[src/verilog/scc_defs.vh]
// constants shared by the system clock controller files
`ifndef SCC_DEFS_VH
`define SCC_DEFS_VH
// ----------------------------------------------------------------------
// register word offsets
// ----------------------------------------------------------------------
`define SCC_OFF_CTRL 3'h0
`define SCC_OFF_PRESC 3'h1
`define SCC_OFF_GATE 3'h2
`define SCC_OFF_STAT 3'h3
`define SCC_OFF_IRQ 3'h4
`define SCC_OFF_MASK 3'h5
`define SCC_OFF_MEAS 3'h6
`define SCC_OFF_TRIM 3'h7
// ----------------------------------------------------------------------
// control register fields
// ----------------------------------------------------------------------
`define SCC_CTRL_OSC_LSB 0
`define SCC_CTRL_PLL_EN 5
`define SCC_CTRL_PLL_SRC 6
`define SCC_CTRL_GUARD 7
`define SCC_CTRL_SRC_LSB 8
`define SCC_CTRL_RNG_LSB 10
`define SCC_CTRL_RTC_LSB 13
`define SCC_CTRL_MCO_LSB 15
`define SCC_CTRL_MCO_EN 18
// ----------------------------------------------------------------------
// oscillator indices and system source codes
// ----------------------------------------------------------------------
`define SCC_OSC_EXT_FAST 0
`define SCC_OSC_INT_FAST 1
`define SCC_OSC_MULTI 2
`define SCC_OSC_EXT_SLOW 3
`define SCC_OSC_INT_SLOW 4
`define SCC_OSC_PLL_LOCK 5
`define SCC_SRC_MULTI 2'h0
`define SCC_SRC_INT_FAST 2'h1
`define SCC_SRC_EXT_FAST 2'h2
`define SCC_SRC_PLL 2'h3
// ----------------------------------------------------------------------
// reset values
// ----------------------------------------------------------------------
`define SCC_RST_OSC_EN 5'h04
`define SCC_RST_RANGE 3'h5
`define SCC_RST_TRIM 8'h80
`define SCC_RST_GATE 16'hffff
// ----------------------------------------------------------------------
// frequencies in kHz and timing
// ----------------------------------------------------------------------
`define SCC_KHZ_INT_FAST 32'd16000
`define SCC_KHZ_PLL_SYS 32'd32000
`define SCC_KHZ_EXT_FAST 32'd8000
`define SCC_KHZ_BUS_MAX 32'd32000
`define SCC_CLK_NS 10
`define SCC_GUARD_NS 2000
`define SCC_GUARD_CYC (`SCC_GUARD_NS / `SCC_CLK_NS)
`define SCC_SWAP_NS 100
`define SCC_SWAP_CYC (`SCC_SWAP_NS / `SCC_CLK_NS)
`define SCC_MEAS_PERIODS 16
`endif

[src/verilog/scc_top.v]
// system clock controller: source switching, prescalers, gating, guard
//
// Our own choices: the address-and-strobe port and the register addresses.
`timescale 1ns/10ps
`default_nettype none
`include "scc_defs.vh"
module scc_top (
   // clock, reset, enable
   input wire clk_sys,
   input wire reset_n,
   input wire clk_en,
   // register port
   input wire [2:0] reg_addr,
   input wire [31:0] reg_wdata,
   input wire reg_wr,
   input wire reg_rd,
   output reg [31:0] reg_rdata,
   // oscillator status and sampled clocks
   input wire [5:0] osc_rdy_pin,
   input wire [4:0] osc_clk_pin,
   input wire wdg_run,
   // oscillator and pll controls
   output reg [4:0] osc_en,
   output reg pll_en_o,
   output reg pll_src_o,
   output reg [2:0] msi_range_o,
   output reg [7:0] msi_trim_o,
   // clock tree controls
   output reg [1:0] sys_sel_o,
   output reg [3:0] ahb_div_o,
   output reg [2:0] apb1_div_o,
   output reg [2:0] apb2_div_o,
   output reg [15:0] gate_o,
   output reg [1:0] rtc_sel_o,
   output reg [2:0] mco_sel_o,
   output reg mco_en_o,
   output reg usb_clk_en_o,
   // interrupt
   output reg irq
);
   // ----------------------------------------------------------------------
   // declarations
   // ----------------------------------------------------------------------
   localparam ST_IDLE = 2'h0; // running on the active source
   localparam ST_WAIT = 2'h1; // new source starting up
   localparam ST_SWAP = 2'h2; // both running, mux settling
   localparam [15:0] GUARD_CYC = `SCC_GUARD_CYC;
   localparam [7:0] SWAP_CYC = `SCC_SWAP_CYC;
   reg [1:0] rst_sync_reg; // reset release synchroniser
   wire rst_n;
   reg [5:0] rdy_s1_reg, rdy_s2_reg; // ready level synchroniser
   reg [4:0] ck_s1_reg, ck_s2_reg, ck_s3_reg; // clock pin sampler
   wire [4:0] ck_tick; // rising edge of each sampled clock
   reg [31:0] ctrl_reg; // control fields
   reg [9:0] presc_reg; // prescaler codes
   reg [15:0] gate_reg; // clock gates
   reg [3:0] flag_reg, mask_reg; // interrupt status and mask
   reg [7:0] trim_reg; // multispeed trim
   reg [2:0] meas_cfg_reg; // measurement selectors
   reg meas_start_reg; // measurement start pulse
   reg [1:0] state_reg; // switch sequencer
   reg [1:0] act_src_reg, req_src_reg; // driven and requested source
   reg [7:0] swap_cnt_reg; // settle count
   reg [15:0] idle_cnt_reg; // cycles since last crystal edge
   reg cfg_err_reg; // last control or prescaler write refused
   wire meas_busy, meas_done;
   wire [15:0] meas_count;
   wire ref_tick, tgt_tick;
   wire [1:0] wr_src;
   wire wr_ok, wr_presc_ok, guard_fail, hse_used;
   wire [3:0] flag_set;

   // ----------------------------------------------------------------------
   // functions
   // ----------------------------------------------------------------------
   // frequency of a system source in kHz
   function [31:0] src_khz;
      input [1:0] src;
      input [2:0] rng;
      begin
         case (src)
            `SCC_SRC_MULTI: begin
               case (rng)
                  3'h0: src_khz = 32'd65;
                  3'h1: src_khz = 32'd131;
                  3'h2: src_khz = 32'd262;
                  3'h3: src_khz = 32'd524;
                  3'h4: src_khz = 32'd1050;
                  3'h5: src_khz = 32'd2100;
                  default: src_khz = 32'd4200;
               endcase
            end
            `SCC_SRC_INT_FAST: src_khz = `SCC_KHZ_INT_FAST;
            `SCC_SRC_EXT_FAST: src_khz = `SCC_KHZ_EXT_FAST;
            default: src_khz = `SCC_KHZ_PLL_SYS;
         endcase
      end
   endfunction

   // true when a bus setting stays within the limit
   function bus_ok;
      input [1:0] src;
      input [2:0] rng;
      input [3:0] div;
      begin
         bus_ok = (src_khz(src, rng) >> div) <= `SCC_KHZ_BUS_MAX;
      end
   endfunction

   // ----------------------------------------------------------------------
   // reset release and input synchronisers
   // ----------------------------------------------------------------------
   // asynchronous assert, release two clocks later
   always @(posedge clk_sys or negedge reset_n) begin
      if (!reset_n) begin
         rst_sync_reg <= 2'h0;
      end else begin
         rst_sync_reg <= {rst_sync_reg[0], 1'b1};
      end
   end
   assign rst_n = rst_sync_reg[1];

   // oscillator pins come from other domains
   always @(posedge clk_sys or negedge rst_n) begin
      if (!rst_n) begin
         rdy_s1_reg <= 6'h00;
         rdy_s2_reg <= 6'h00;
         ck_s1_reg <= 5'h00;
         ck_s2_reg <= 5'h00;
         ck_s3_reg <= 5'h00;
      end else if (clk_en) begin
         rdy_s1_reg <= osc_rdy_pin;
         rdy_s2_reg <= rdy_s1_reg;
         ck_s1_reg <= osc_clk_pin;
         ck_s2_reg <= ck_s1_reg;
         ck_s3_reg <= ck_s2_reg;
      end
   end
   assign ck_tick = ck_s2_reg & ~ck_s3_reg;

   // ----------------------------------------------------------------------
   // decode of writes and guard
   // ----------------------------------------------------------------------
   assign wr_src = reg_wdata[`SCC_CTRL_SRC_LSB+1:`SCC_CTRL_SRC_LSB];
   // refuse a source that would overclock the bus
   assign wr_ok = bus_ok(wr_src,
      reg_wdata[`SCC_CTRL_RNG_LSB+2:`SCC_CTRL_RNG_LSB],
      presc_reg[3:0]) && reg_wdata[`SCC_CTRL_RNG_LSB+2:`SCC_CTRL_RNG_LSB]
      != 3'h7;
   assign wr_presc_ok = bus_ok(act_src_reg, ctrl_reg[12:10],
      reg_wdata[3:0]) && bus_ok(req_src_reg, ctrl_reg[12:10],
      reg_wdata[3:0]);
   assign hse_used = act_src_reg == `SCC_SRC_EXT_FAST
      || (act_src_reg == `SCC_SRC_PLL && ctrl_reg[`SCC_CTRL_PLL_SRC]);
   assign guard_fail = ctrl_reg[`SCC_CTRL_GUARD] && hse_used
      && idle_cnt_reg >= GUARD_CYC;

   // crystal activity watchdog, only while it is in use
   always @(posedge clk_sys or negedge rst_n) begin
      if (!rst_n) begin
         idle_cnt_reg <= 16'h0000;
      end else if (clk_en) begin
         if (!hse_used || ck_tick[`SCC_OSC_EXT_FAST] || guard_fail) begin
            idle_cnt_reg <= 16'h0000;
         end else begin
            idle_cnt_reg <= idle_cnt_reg + 16'h0001;
         end
      end
   end

   // ----------------------------------------------------------------------
   // configuration registers
   // ----------------------------------------------------------------------
   always @(posedge clk_sys or negedge rst_n) begin
      if (!rst_n) begin
         ctrl_reg <= {13'h0000, 1'b0, 3'h0, 2'h0, `SCC_RST_RANGE,
            `SCC_SRC_MULTI, 3'h0, `SCC_RST_OSC_EN};
         presc_reg <= 10'h000;
         gate_reg <= `SCC_RST_GATE;
         mask_reg <= 4'h0;
         trim_reg <= `SCC_RST_TRIM;
         meas_cfg_reg <= 3'h0;
         meas_start_reg <= 1'b0;
         cfg_err_reg <= 1'b0;
      end else if (clk_en) begin
         meas_start_reg <= 1'b0;
         if (guard_fail) begin
            // crystal gone: drop it and the pll fed by it
            ctrl_reg[`SCC_CTRL_OSC_LSB+`SCC_OSC_EXT_FAST] <= 1'b0;
            ctrl_reg[`SCC_CTRL_OSC_LSB+`SCC_OSC_INT_FAST] <= 1'b1;
            if (ctrl_reg[`SCC_CTRL_PLL_SRC]) begin
               ctrl_reg[`SCC_CTRL_PLL_EN] <= 1'b0;
            end
            ctrl_reg[`SCC_CTRL_SRC_LSB+1:`SCC_CTRL_SRC_LSB]
               <= `SCC_SRC_INT_FAST;
         end else if (reg_wr) begin
            case (reg_addr)
               `SCC_OFF_CTRL: begin
                  // no new request while a switch is in flight
                  if (wr_ok && state_reg == ST_IDLE) begin
                     ctrl_reg <= {13'h0000, reg_wdata[18:0]};
                     cfg_err_reg <= 1'b0;
                  end else begin
                     cfg_err_reg <= 1'b1;
                  end
               end
               `SCC_OFF_PRESC: begin
                  if (wr_presc_ok) begin
                     presc_reg <= reg_wdata[9:0];
                     cfg_err_reg <= 1'b0;
                  end else begin
                     cfg_err_reg <= 1'b1;
                  end
               end
               `SCC_OFF_GATE: gate_reg <= reg_wdata[15:0];
               `SCC_OFF_MASK: mask_reg <= reg_wdata[3:0];
               `SCC_OFF_MEAS: begin
                  meas_cfg_reg <= reg_wdata[2:0];
                  meas_start_reg <= reg_wdata[0];
               end
               `SCC_OFF_TRIM: trim_reg <= reg_wdata[7:0];
               default: begin
                  cfg_err_reg <= cfg_err_reg;
               end
            endcase
         end
      end
   end

   // ----------------------------------------------------------------------
   // source switch sequencer
   // ----------------------------------------------------------------------
   // stable means ready; pll also needs its input ready
   function src_stable;
      input [1:0] src;
      input [5:0] rdy;
      input pll_src;
      begin
         case (src)
            `SCC_SRC_MULTI: src_stable = rdy[`SCC_OSC_MULTI];
            `SCC_SRC_INT_FAST: src_stable = rdy[`SCC_OSC_INT_FAST];
            `SCC_SRC_EXT_FAST: src_stable = rdy[`SCC_OSC_EXT_FAST];
            default: src_stable = rdy[`SCC_OSC_PLL_LOCK]
               && rdy[pll_src ? `SCC_OSC_EXT_FAST : `SCC_OSC_INT_FAST];
         endcase
      end
   endfunction

   // old source stays on until the mux has moved
   always @(posedge clk_sys or negedge rst_n) begin
      if (!rst_n) begin
         state_reg <= ST_IDLE;
         act_src_reg <= `SCC_SRC_MULTI;
         req_src_reg <= `SCC_SRC_MULTI;
         swap_cnt_reg <= 8'h00;
      end else if (clk_en) begin
         if (guard_fail) begin
            // no waiting: the failed source gives no clock anyway
            state_reg <= ST_IDLE;
            act_src_reg <= `SCC_SRC_INT_FAST;
            req_src_reg <= `SCC_SRC_INT_FAST;
         end else begin
            case (state_reg)
               ST_IDLE: begin
                  if (reg_wr && reg_addr == `SCC_OFF_CTRL && wr_ok
                      && wr_src != act_src_reg) begin
                     req_src_reg <= wr_src;
                     state_reg <= ST_WAIT;
                  end
               end
               ST_WAIT: begin
                  if (src_stable(req_src_reg, rdy_s2_reg,
                      ctrl_reg[`SCC_CTRL_PLL_SRC])) begin
                     state_reg <= ST_SWAP;
                     swap_cnt_reg <= SWAP_CYC;
                  end
               end
               ST_SWAP: begin
                  if (swap_cnt_reg == 8'h00) begin
                     act_src_reg <= req_src_reg;
                     state_reg <= ST_IDLE;
                  end else begin
                     swap_cnt_reg <= swap_cnt_reg - 8'h01;
                  end
               end
               default: state_reg <= ST_IDLE;
            endcase
         end
      end
   end

   // ----------------------------------------------------------------------
   // measurement unit
   // ----------------------------------------------------------------------
   // ref: slow rc or slow crystal; target: fast rc or multispeed
   assign ref_tick = meas_cfg_reg[1] ? ck_tick[`SCC_OSC_EXT_SLOW]
      : ck_tick[`SCC_OSC_INT_SLOW];
   assign tgt_tick = meas_cfg_reg[2] ? ck_tick[`SCC_OSC_MULTI]
      : ck_tick[`SCC_OSC_INT_FAST];
   scc_meas u_meas (
      .clk_sys(clk_sys),
      .rst_n(rst_n),
      .clk_en(clk_en),
      .start(meas_start_reg),
      .ref_tick(ref_tick),
      .tgt_tick(tgt_tick),
      .busy(meas_busy),
      .done(meas_done),
      .count(meas_count)
   );

   // ----------------------------------------------------------------------
   // interrupt flags
   // ----------------------------------------------------------------------
   assign flag_set = {reg_wr && cfg_refused(reg_addr), meas_done,
      state_reg == ST_SWAP && swap_cnt_reg == 8'h00, guard_fail};

   // write-one-to-clear; a new event in the same cycle wins
   function cfg_refused;
      input [2:0] a;
      begin
         cfg_refused = (a == `SCC_OFF_CTRL
            && !(wr_ok && state_reg == ST_IDLE))
            || (a == `SCC_OFF_PRESC && !wr_presc_ok);
      end
   endfunction

   always @(posedge clk_sys or negedge rst_n) begin
      if (!rst_n) begin
         flag_reg <= 4'h0;
         irq <= 1'b0;
      end else if (clk_en) begin
         if (reg_wr && reg_addr == `SCC_OFF_IRQ && !guard_fail) begin
            flag_reg <= (flag_reg & ~reg_wdata[3:0]) | flag_set;
         end else begin
            flag_reg <= flag_reg | flag_set;
         end
         irq <= |(flag_reg & mask_reg);
      end
   end

   // ----------------------------------------------------------------------
   // outputs
   // ----------------------------------------------------------------------
   // every output is a flop; enables keep both sources during a swap
   always @(posedge clk_sys or negedge rst_n) begin
      if (!rst_n) begin
         osc_en <= `SCC_RST_OSC_EN;
         pll_en_o <= 1'b0;
         pll_src_o <= 1'b0;
         msi_range_o <= `SCC_RST_RANGE;
         msi_trim_o <= `SCC_RST_TRIM;
         sys_sel_o <= `SCC_SRC_MULTI;
         ahb_div_o <= 4'h0;
         apb1_div_o <= 3'h0;
         apb2_div_o <= 3'h0;
         gate_o <= `SCC_RST_GATE;
         rtc_sel_o <= 2'h0;
         mco_sel_o <= 3'h0;
         mco_en_o <= 1'b0;
         usb_clk_en_o <= 1'b0;
      end else if (clk_en) begin
         osc_en <= ctrl_reg[4:0]
            | src_bit(act_src_reg) | src_bit(req_src_reg)
            | {wdg_run || meas_busy || rtc_sel_o == 2'h1, 1'b0,
               meas_busy && meas_cfg_reg[2], 2'h0};
         pll_en_o <= ctrl_reg[`SCC_CTRL_PLL_EN];
         pll_src_o <= ctrl_reg[`SCC_CTRL_PLL_SRC];
         msi_range_o <= ctrl_reg[12:10];
         msi_trim_o <= trim_reg;
         sys_sel_o <= act_src_reg;
         ahb_div_o <= presc_reg[3:0];
         apb1_div_o <= presc_reg[6:4];
         apb2_div_o <= presc_reg[9:7];
         gate_o <= gate_reg;
         rtc_sel_o <= ctrl_reg[14:13];
         mco_sel_o <= ctrl_reg[17:15];
         mco_en_o <= ctrl_reg[`SCC_CTRL_MCO_EN];
         usb_clk_en_o <= ctrl_reg[`SCC_CTRL_PLL_EN]
            && rdy_s2_reg[`SCC_OSC_PLL_LOCK];
      end
   end

   // oscillators a system source needs running
   function [4:0] src_bit;
      input [1:0] s;
      begin
         case (s)
            `SCC_SRC_MULTI: src_bit = 5'h04;
            `SCC_SRC_INT_FAST: src_bit = 5'h02;
            `SCC_SRC_EXT_FAST: src_bit = 5'h01;
            default: src_bit = ctrl_reg[`SCC_CTRL_PLL_SRC] ? 5'h01
               : 5'h02;
         endcase
      end
   endfunction

   // ----------------------------------------------------------------------
   // register read, data in the following cycle only
   // ----------------------------------------------------------------------
   always @(posedge clk_sys or negedge rst_n) begin
      if (!rst_n) begin
         reg_rdata <= 32'h0000_0000;
      end else if (clk_en) begin
         reg_rdata <= 32'h0000_0000;
         if (reg_rd) begin
            case (reg_addr)
               `SCC_OFF_CTRL: reg_rdata <= ctrl_reg;
               `SCC_OFF_PRESC: reg_rdata <= {22'h000000, presc_reg};
               `SCC_OFF_GATE: reg_rdata <= {16'h0000, gate_reg};
               `SCC_OFF_STAT: begin
                  // usb ready only with crystal-fed pll as source
                  reg_rdata <= {18'h00000, cfg_err_reg, meas_busy,
                     act_src_reg == `SCC_SRC_PLL
                     && ctrl_reg[`SCC_CTRL_PLL_SRC]
                     && rdy_s2_reg[`SCC_OSC_PLL_LOCK],
                     rdy_s2_reg, state_reg != ST_IDLE, req_src_reg,
                     act_src_reg};
               end
               `SCC_OFF_IRQ: reg_rdata <= {28'h0000000, flag_reg};
               `SCC_OFF_MASK: reg_rdata <= {28'h0000000, mask_reg};
               `SCC_OFF_MEAS: reg_rdata <= {13'h0000, meas_cfg_reg,
                  meas_count};
               default: reg_rdata <= {24'h000000, trim_reg};
            endcase
         end
      end
   end
endmodule // scc_top
`default_nettype wire

[src/verilog/scc_meas.v]
// frequency measurement counter for the system clock controller
`timescale 1ns/10ps
`default_nettype none
`include "scc_defs.vh"
module scc_meas (
   // clock, reset, enable
   input wire clk_sys,
   input wire rst_n,
   input wire clk_en,
   // control
   input wire start,
   input wire ref_tick,
   input wire tgt_tick,
   // result
   output reg busy,
   output reg done,
   output reg [15:0] count
);
   // ----------------------------------------------------------------------
   // state
   // ----------------------------------------------------------------------
   localparam ST_IDLE = 2'h0; // waiting for start
   localparam ST_ARM = 2'h1; // waiting for first reference edge
   localparam ST_RUN = 2'h2; // counting target edges
   localparam [4:0] PERIODS = `SCC_MEAS_PERIODS;
   reg [1:0] state_reg;
   reg [4:0] ref_cnt_reg; // reference periods seen
   reg [15:0] tgt_cnt_reg; // target edges seen

   // window opens on a reference edge so the gate is whole periods
   always @(posedge clk_sys or negedge rst_n) begin
      if (!rst_n) begin
         state_reg <= ST_IDLE;
         ref_cnt_reg <= 5'h00;
         tgt_cnt_reg <= 16'h0000;
         busy <= 1'b0;
         done <= 1'b0;
         count <= 16'h0000;
      end else if (clk_en) begin
         done <= 1'b0;
         case (state_reg)
            ST_IDLE: begin
               if (start) begin
                  state_reg <= ST_ARM;
                  busy <= 1'b1;
               end
            end
            ST_ARM: begin
               if (ref_tick) begin
                  state_reg <= ST_RUN;
                  ref_cnt_reg <= 5'h00;
                  tgt_cnt_reg <= 16'h0000;
               end
            end
            ST_RUN: begin
               // saturate rather than wrap on a too-fast target
               if (tgt_tick && tgt_cnt_reg != 16'hffff) begin
                  tgt_cnt_reg <= tgt_cnt_reg + 16'h0001;
               end
               if (ref_tick) begin
                  ref_cnt_reg <= ref_cnt_reg + 5'h01;
                  if (ref_cnt_reg == PERIODS - 5'h01) begin
                     state_reg <= ST_IDLE;
                     busy <= 1'b0;
                     done <= 1'b1;
                     count <= tgt_cnt_reg;
                  end
               end
            end
            default: begin
               state_reg <= ST_IDLE;
               busy <= 1'b0;
            end
         endcase
      end
   end
endmodule // scc_meas
`default_nettype wire

[config.mk]
export PLATFORM = sky130hd
export DESIGN_NAME = scc_top
export DESIGN_NICKNAME = d
export VERILOG_FILES = /design/src/verilog/scc_top.v /design/src/verilog/scc_meas.v
export VERILOG_INCLUDE_DIRS = /design/src /design/src/verilog
export SDC_FILE = /design/constraint.sdc
export NUM_CORES = 1
export LEC_CHECK = 0
export BUFFER_PORTS_ARGS = -buffer_cell sky130_fd_sc_hd__buf_4
export CAP_MARGIN = 20
export CORE_MARGIN = 3
export CORE_UTILIZATION = 59
export DETAILED_ROUTE_END_ITERATION = 16
export PLACE_DENSITY = 0.92
export SYNTH_ARGS = -nofsm -noshare
export SYNTH_HDL_FRONTEND = slang
export SYNTH_HIERARCHICAL = 1
export SYNTH_SLANG_ARGS = --single-unit
[constraint.sdc]
create_clock -name clk_sys -period 10.1 [get_ports clk_sys]
set_input_delay 1.515 -clock clk_sys [delete_from_list [all_inputs] [get_ports clk_sys]]
set_output_delay 1.515 -clock clk_sys [all_outputs]
set_load 0.05 [all_outputs]
# Yosys cells after proc, flatten, opt, wreduce, memory -nomap -nowiden
# Cells that the tools add are included.
# Widths: inputs -> output; s select.
[classes]
addsub = 4
order_cmp = 5
eq_ne = 44
n_shift = 3
muxes = 69
bitwise_logic = 12
n_reduce_logical = 69
[ops]
columns = ["cell", "count"]
rows = [
  ["$pmux 32 s3", 2],
  ["$pmux 13 s6", 2],
  ["$pmux 19 s7", 1],
  ["$le 32x15->1 const B", 3],
  ["$shr 32x4->32", 3],
  ["$mux 16", 3],
  ["$pmux 15 s3", 1],
  ["$reduce_and 4->1", 10],
  ["$mux 2", 17],
  ["$add 16x1->16 const B", 2],
  ["$pmux 16 s2", 1],
  ["$mux 10", 3],
  ["$reduce_and 5->1", 6],
  ["$eq 3x3->1 const B", 8],
  ["$reduce_bool 2->1", 11],
  ["$mux 1", 21],
  ["$logic_and 1x1->1", 20],
  ["$mux 5", 4],
  ["$mux 19", 1],
  ["$eq 3x2->1 const B", 6],
  ["$pmux 3 s3", 2],
  ["$ge 16x8->1 const B", 1],
  ["$mux 8", 2],
  ["$ne 16x16->1 const B", 1],
  ["other kinds (32)", 75],
]
[totals]
reg_bits = 252
in_bits = 52
out_inout_bits = 86
elab_cells = 250

# Logic depth before layout (Yosys ltp)
[logic_depth]
depth_word = 13
depth_mapped = 12
ltp_nobuf = 10

# Modules after synthesis
# The synthesis kept the hierarchy.
[modules_own_cells]
columns = ["mod", "instances", "cells_each", "area_each_um2", "seq_area_each_um2"]
rows = [
  ["scc_top", 1, 858, 9744.3, 5004.8],
  ["scc_meas", 1, 201, 1994.4, 1026.0],
]

# Least setup slack after synthesis
# Ideal clock, no wire load.
[synth_timing]
kind = "in2reg"
from = "input port reg_wdata[8]"
to = "register ctrl_reg[13]"
setup_ns = 0.125
t_arrival_ns = 3.666
t_required_ns = 9.975
slack_ns = 6.309
stages = 11
n_path_buf = 1
cell_sequence = "inv_1 -> ha_1 -> or4b_4 -> o21ai_2 -> o21ai_2 -> a41oi_2 -> nor4_2 -> o211ai_4 -> nor3_4 -> buf_8 -> mux2_4"
[synth_via]
elab_chain_cells = 7
elab_cells_between_ends = 9
cone_classes = "1 x order compare; 2 x eq/ne; 1 x shift; 1 x mux; 4 x reduce/logical"
[synth_rtl]
columns = ["element", "line_no", "rtl"]
rows = [
  ["from (decl)", "scc_top.v:14", "input wire [31:0] reg_wdata,"],
  ["$eq 2x2->1, or another cell as far along", "scc_top.v:81", "case (src)"],
  ["$pmux 32 s3 *", "scc_top.v:81", ""],
  ["$shr 32x4->32 *", "scc_top.v:106", "bus_ok = (src_khz(src, rng) >> div) <= `SCC_KHZ_BUS_MAX;"],
  ["$le 32x15->1 (no line) *", "n/a", ""],
  ["$logic_and 1x1->1 *", "scc_top.v:146", "assign wr_ok = bus_ok(wr_src,"],
  ["$logic_and 1x1->1 *", "scc_top.v:200", "if (wr_ok && state_reg == ST_IDLE) begin"],
  ["$reduce_and 5->1 (no line) *", "n/a", ""],
  ["to (signal assigned)", "scc_top.v:176", "ctrl_reg <= {13'h0000, 1'b0, 3'h0, 2'h0, `SCC_RST_RANGE,"],
  ["to (signal assigned)", "scc_top.v:201", "ctrl_reg <= {13'h0000, reg_wdata[18:0]};"],
  ["to (decl)", "scc_top.v:54", "reg [31:0] ctrl_reg;"],
]
# Every way passes the cells marked *; elsewhere a longest branch is shown, timed or not.
# A chain may end at the register's enable or synchronous reset.

# Worst setup path after layout
[layout_timing]
from = "input port clk_en"
to = "register presc_reg[7]"
[layout_via]
elab_chain_cells = 1
[layout_rtl]
columns = ["element", "line_no", "rtl"]
rows = [
  ["from (decl)", "scc_top.v:11", "input wire clk_en,"],
  ["$reduce_and 5->1 (no line)", "n/a", ""],
  ["to (signal assigned)", "scc_top.v:209", "presc_reg <= reg_wdata[9:0];"],
  ["to (decl)", "scc_top.v:55", "reg [9:0] presc_reg;"],
]
# Every way passes these cells.

==> results.tsv <==
metric	value	unit
status	finished, final reports clean	
RSZ-0062 raised after global routing	no	
DPL Wire Length	20.2	mm
total gr overflow	0	
CTS buffer count	24	
Clock Root Buffer	clkbuf_16	
Post-Syn Area	0.0117	mm²
CP max FO	63	
CP required	10.51	ns
FF-to-FF setup slack	6.38	ns
Seq pwr share	0.419	
Pint	0.00216	W
die span in y	147	µm
drt pass-1 iters	6	
Rows	50	
#FFs+latches synth	239	
post-route ant nets	0	
Worst Path Class, Setup	in2reg	
Worst Tran Pin Value	0.999	ns
Reg-to-Reg End	presc_reg[7]$_DFFE_PN0P_	
Max-cap violations	0	
worst reg2reg startpoint	act_src_reg[0]$_DFFE_PN0P_	
CTS tree	done	
DR vias	9246	
share of total power in the clock network	0.299	
Hold Slack	0.351	ns
final setup TNS	0	ns
Layout area overhead	15.5	%
Clk Latency, worst-skew pair	0.53	ns
clock buffer depth	3	
type of destination of the critical path	register	
vias in the first global route	9116	
Final min period	4.07	ns
GRT Overall Usage	0.279	
Worst-path clk slew	0.07	ns
clock skew	0.0151	ns
Slew HR	0.334	
Slew Viols, Final	0	
Leak	6.00	nW
Hold Path Sink	rst_sync_reg[1]$_DFF_PN0_	
max incr delay on CP	0.68	ns
Max VDD drop	0.202	mV
synth unique cells	87	
CTS Hold Bufs	0	
Comb pwr share	0.282	
# DRC	0	
postcts setup bufs	0	
Setup violations, final	0	
CP max stage cell	nor2_1	
post-synthesis sequential area ratio	0.514	
Synth async-reset ratio	1.00	
hold crit path type	reg2reg	
CP arrival	4.48	ns
Post-synth EDFFs	0	
Gate Count Post-Synth	1059	
routed length per instance	21.8	µm
area of the multi-input gates	0.00524	mm²
Crit path top cell by count	nor2_1	
initial antenna violation count	1	
filler instances	1276	
DIE AREA	0.0216	mm²
Routed WL	31.0	mm
most common flop cell mapped by yosys	dfrtp_1	
mean post-synth cell area	11.1	µm²
layout cells sized above 1	0.316	
PD cells	248	mW/mm²
FMAX	246	MHz
Hold Path Cell Cnt	0	
Reg area	0.00603	mm²
Final GP Congestion	0.950	
IO Port Bufs	111	
Avg Vias per Cell	6.49	
Starting Density	0.613	
first-pass GRT wire length	48.8	mm
switch share	0.358	
final hold viol count	0	
CTS sink count	239	
most frequent cells in the layout	dfrtp_1, mux2_2, buf_4	
Tcrit/Tclk final	0.403	
CORE AREA	0.0191	mm²
post-cts resize count	0	
crit start category	input pin	
Hold Startpoint	rst_sync_reg[0]$_DFF_PN0_	
Psw	0.00120	W
chip width	147	µm
# IOs	138	
Diodes inserted	0	
Ys Warns	6	
largest net degree at the start of global routing	168	
CP cell instances	buf_4 -> clkinv_1 -> nor2_1 -> nand3_1 -> nor2_1 -> nand2b_1 -> mux2_2	
most common cell after layout, fill and taps aside	dfrtp_1	
H-tree depth	1	
Register-to-Register Path Depth	9	
DR iter-0 viols	1150	
Layout Nets	1217	
==> area by class of cell <==
type / count / share of cell area
Clock inverter: 13 / 0.0163
Tap cell: 260 / 0.0240
Clock buffer: 31 / 0.0485
Sequential cell: 239 / 0.445
Timing Repair Buffer: 118 / 0.0688
Multi-Input combinational cell: 725 / 0.387
Inverter: 39 / 0.0108
==> synthesized netlist by cell type, drive strengths merged, types with 13 or more instances <==
cell       n  share of area
inv       36          0.012
dfrtp    199           0.42
o2bb2ai   16          0.012
nor2      68          0.022
nand2b    13         0.0071
dfstp     40          0.090
a31oi     14         0.0075
o21ai     79          0.034
nand2     89          0.028
ha        18          0.019
nand3     27          0.012
clkbuf    42          0.014
buf       26          0.017
mux2     144           0.14
a21oi     36          0.016
a22oi     20          0.013
nor3      14         0.0069
==> worst max-delay path by stage <==
stage | startpoint | endpoint | slack [ns]
after floorplan | rst_sync_reg[1]$_DFF_PN0_ | act_src_reg[0]$_DFFE_PN0P_ | 3.02
after global placement | clk_en | ctrl_reg[4]$_DFFE_PN0P_ | 5.41
after detailed placement | clk_en | ctrl_reg[6]$_DFFE_PN0P_ | 5.32
after CTS | clk_en | ctrl_reg[4]$_DFFE_PN0P_ | 5.80
after global routing | clk_en | presc_reg[7]$_DFFE_PN0P_ | 5.79
final | clk_en | presc_reg[7]$_DFFE_PN0P_ | 6.03
==> per-stage QoR <==
| stage | setup slack, ns | instances | area [µm²] | util | total power (W) |
|---|---|---|---|---|---|
| 6_report | 6.03 | 1425 | 13600 | 0.708 | 0.00336 |
| 5_1_grt | 5.79 | 1425 | 13600 | 0.708 | 0.00348 |
| 4_1_cts | 5.80 | 1422 | 13500 | 0.705 | 0.00335 |
| 3_5_place_dp | 5.32 | 1378 | 12600 | 0.660 | 0.00234 |
| 3_3_place_gp | 5.41 | 1378 | 12600 | 0.660 | 0.00230 |
| 2_1_floorplan | 3.02 | 1071 | 11800 | - | 0.00204 |
==> logic make-up after synthesis <==
logic type,synth area share
adder cells (fa/ha/maj),0.0192
other,0.000640
AND/OR/NAND/NOR,0.116
XOR/XNOR,0.0119
AO/OA/AOI/OAI,0.142
flip-flops,0.514
multiplexers,0.153
buffers and inverters,0.0434
==> worst max-delay path: cells and delay by family <==
| family | cells | cell delay [ns] |
|---|---|---|
| buf+inv | 2 | 0.81 |
| mux | 1 | 0.41 |
| simple gates | 4 | 1.72 |
==> routing by layer <==
layer	up-vias	track usage	share of wire
met5	-	0	0.00042
li1	4009	-	-
met3	133	0.0651	0.10
met1	4501	0.366	0.38
met4	2	0.113	0.048
met2	601	0.452	0.47
==> power groups by stage <==
stage,logic (W),clock network [W],registers (W)
final,0.000948,0.00100,0.00141
after global routing,0.00100,0.00105,0.00143
after CTS,0.000944,0.00101,0.00140
after detailed placement,0.000932,0,0.00141
after global placement,0.000900,0,0.00140
after floorplan,0.000460,0,0.00158
(Power assumes the default switching activity.)
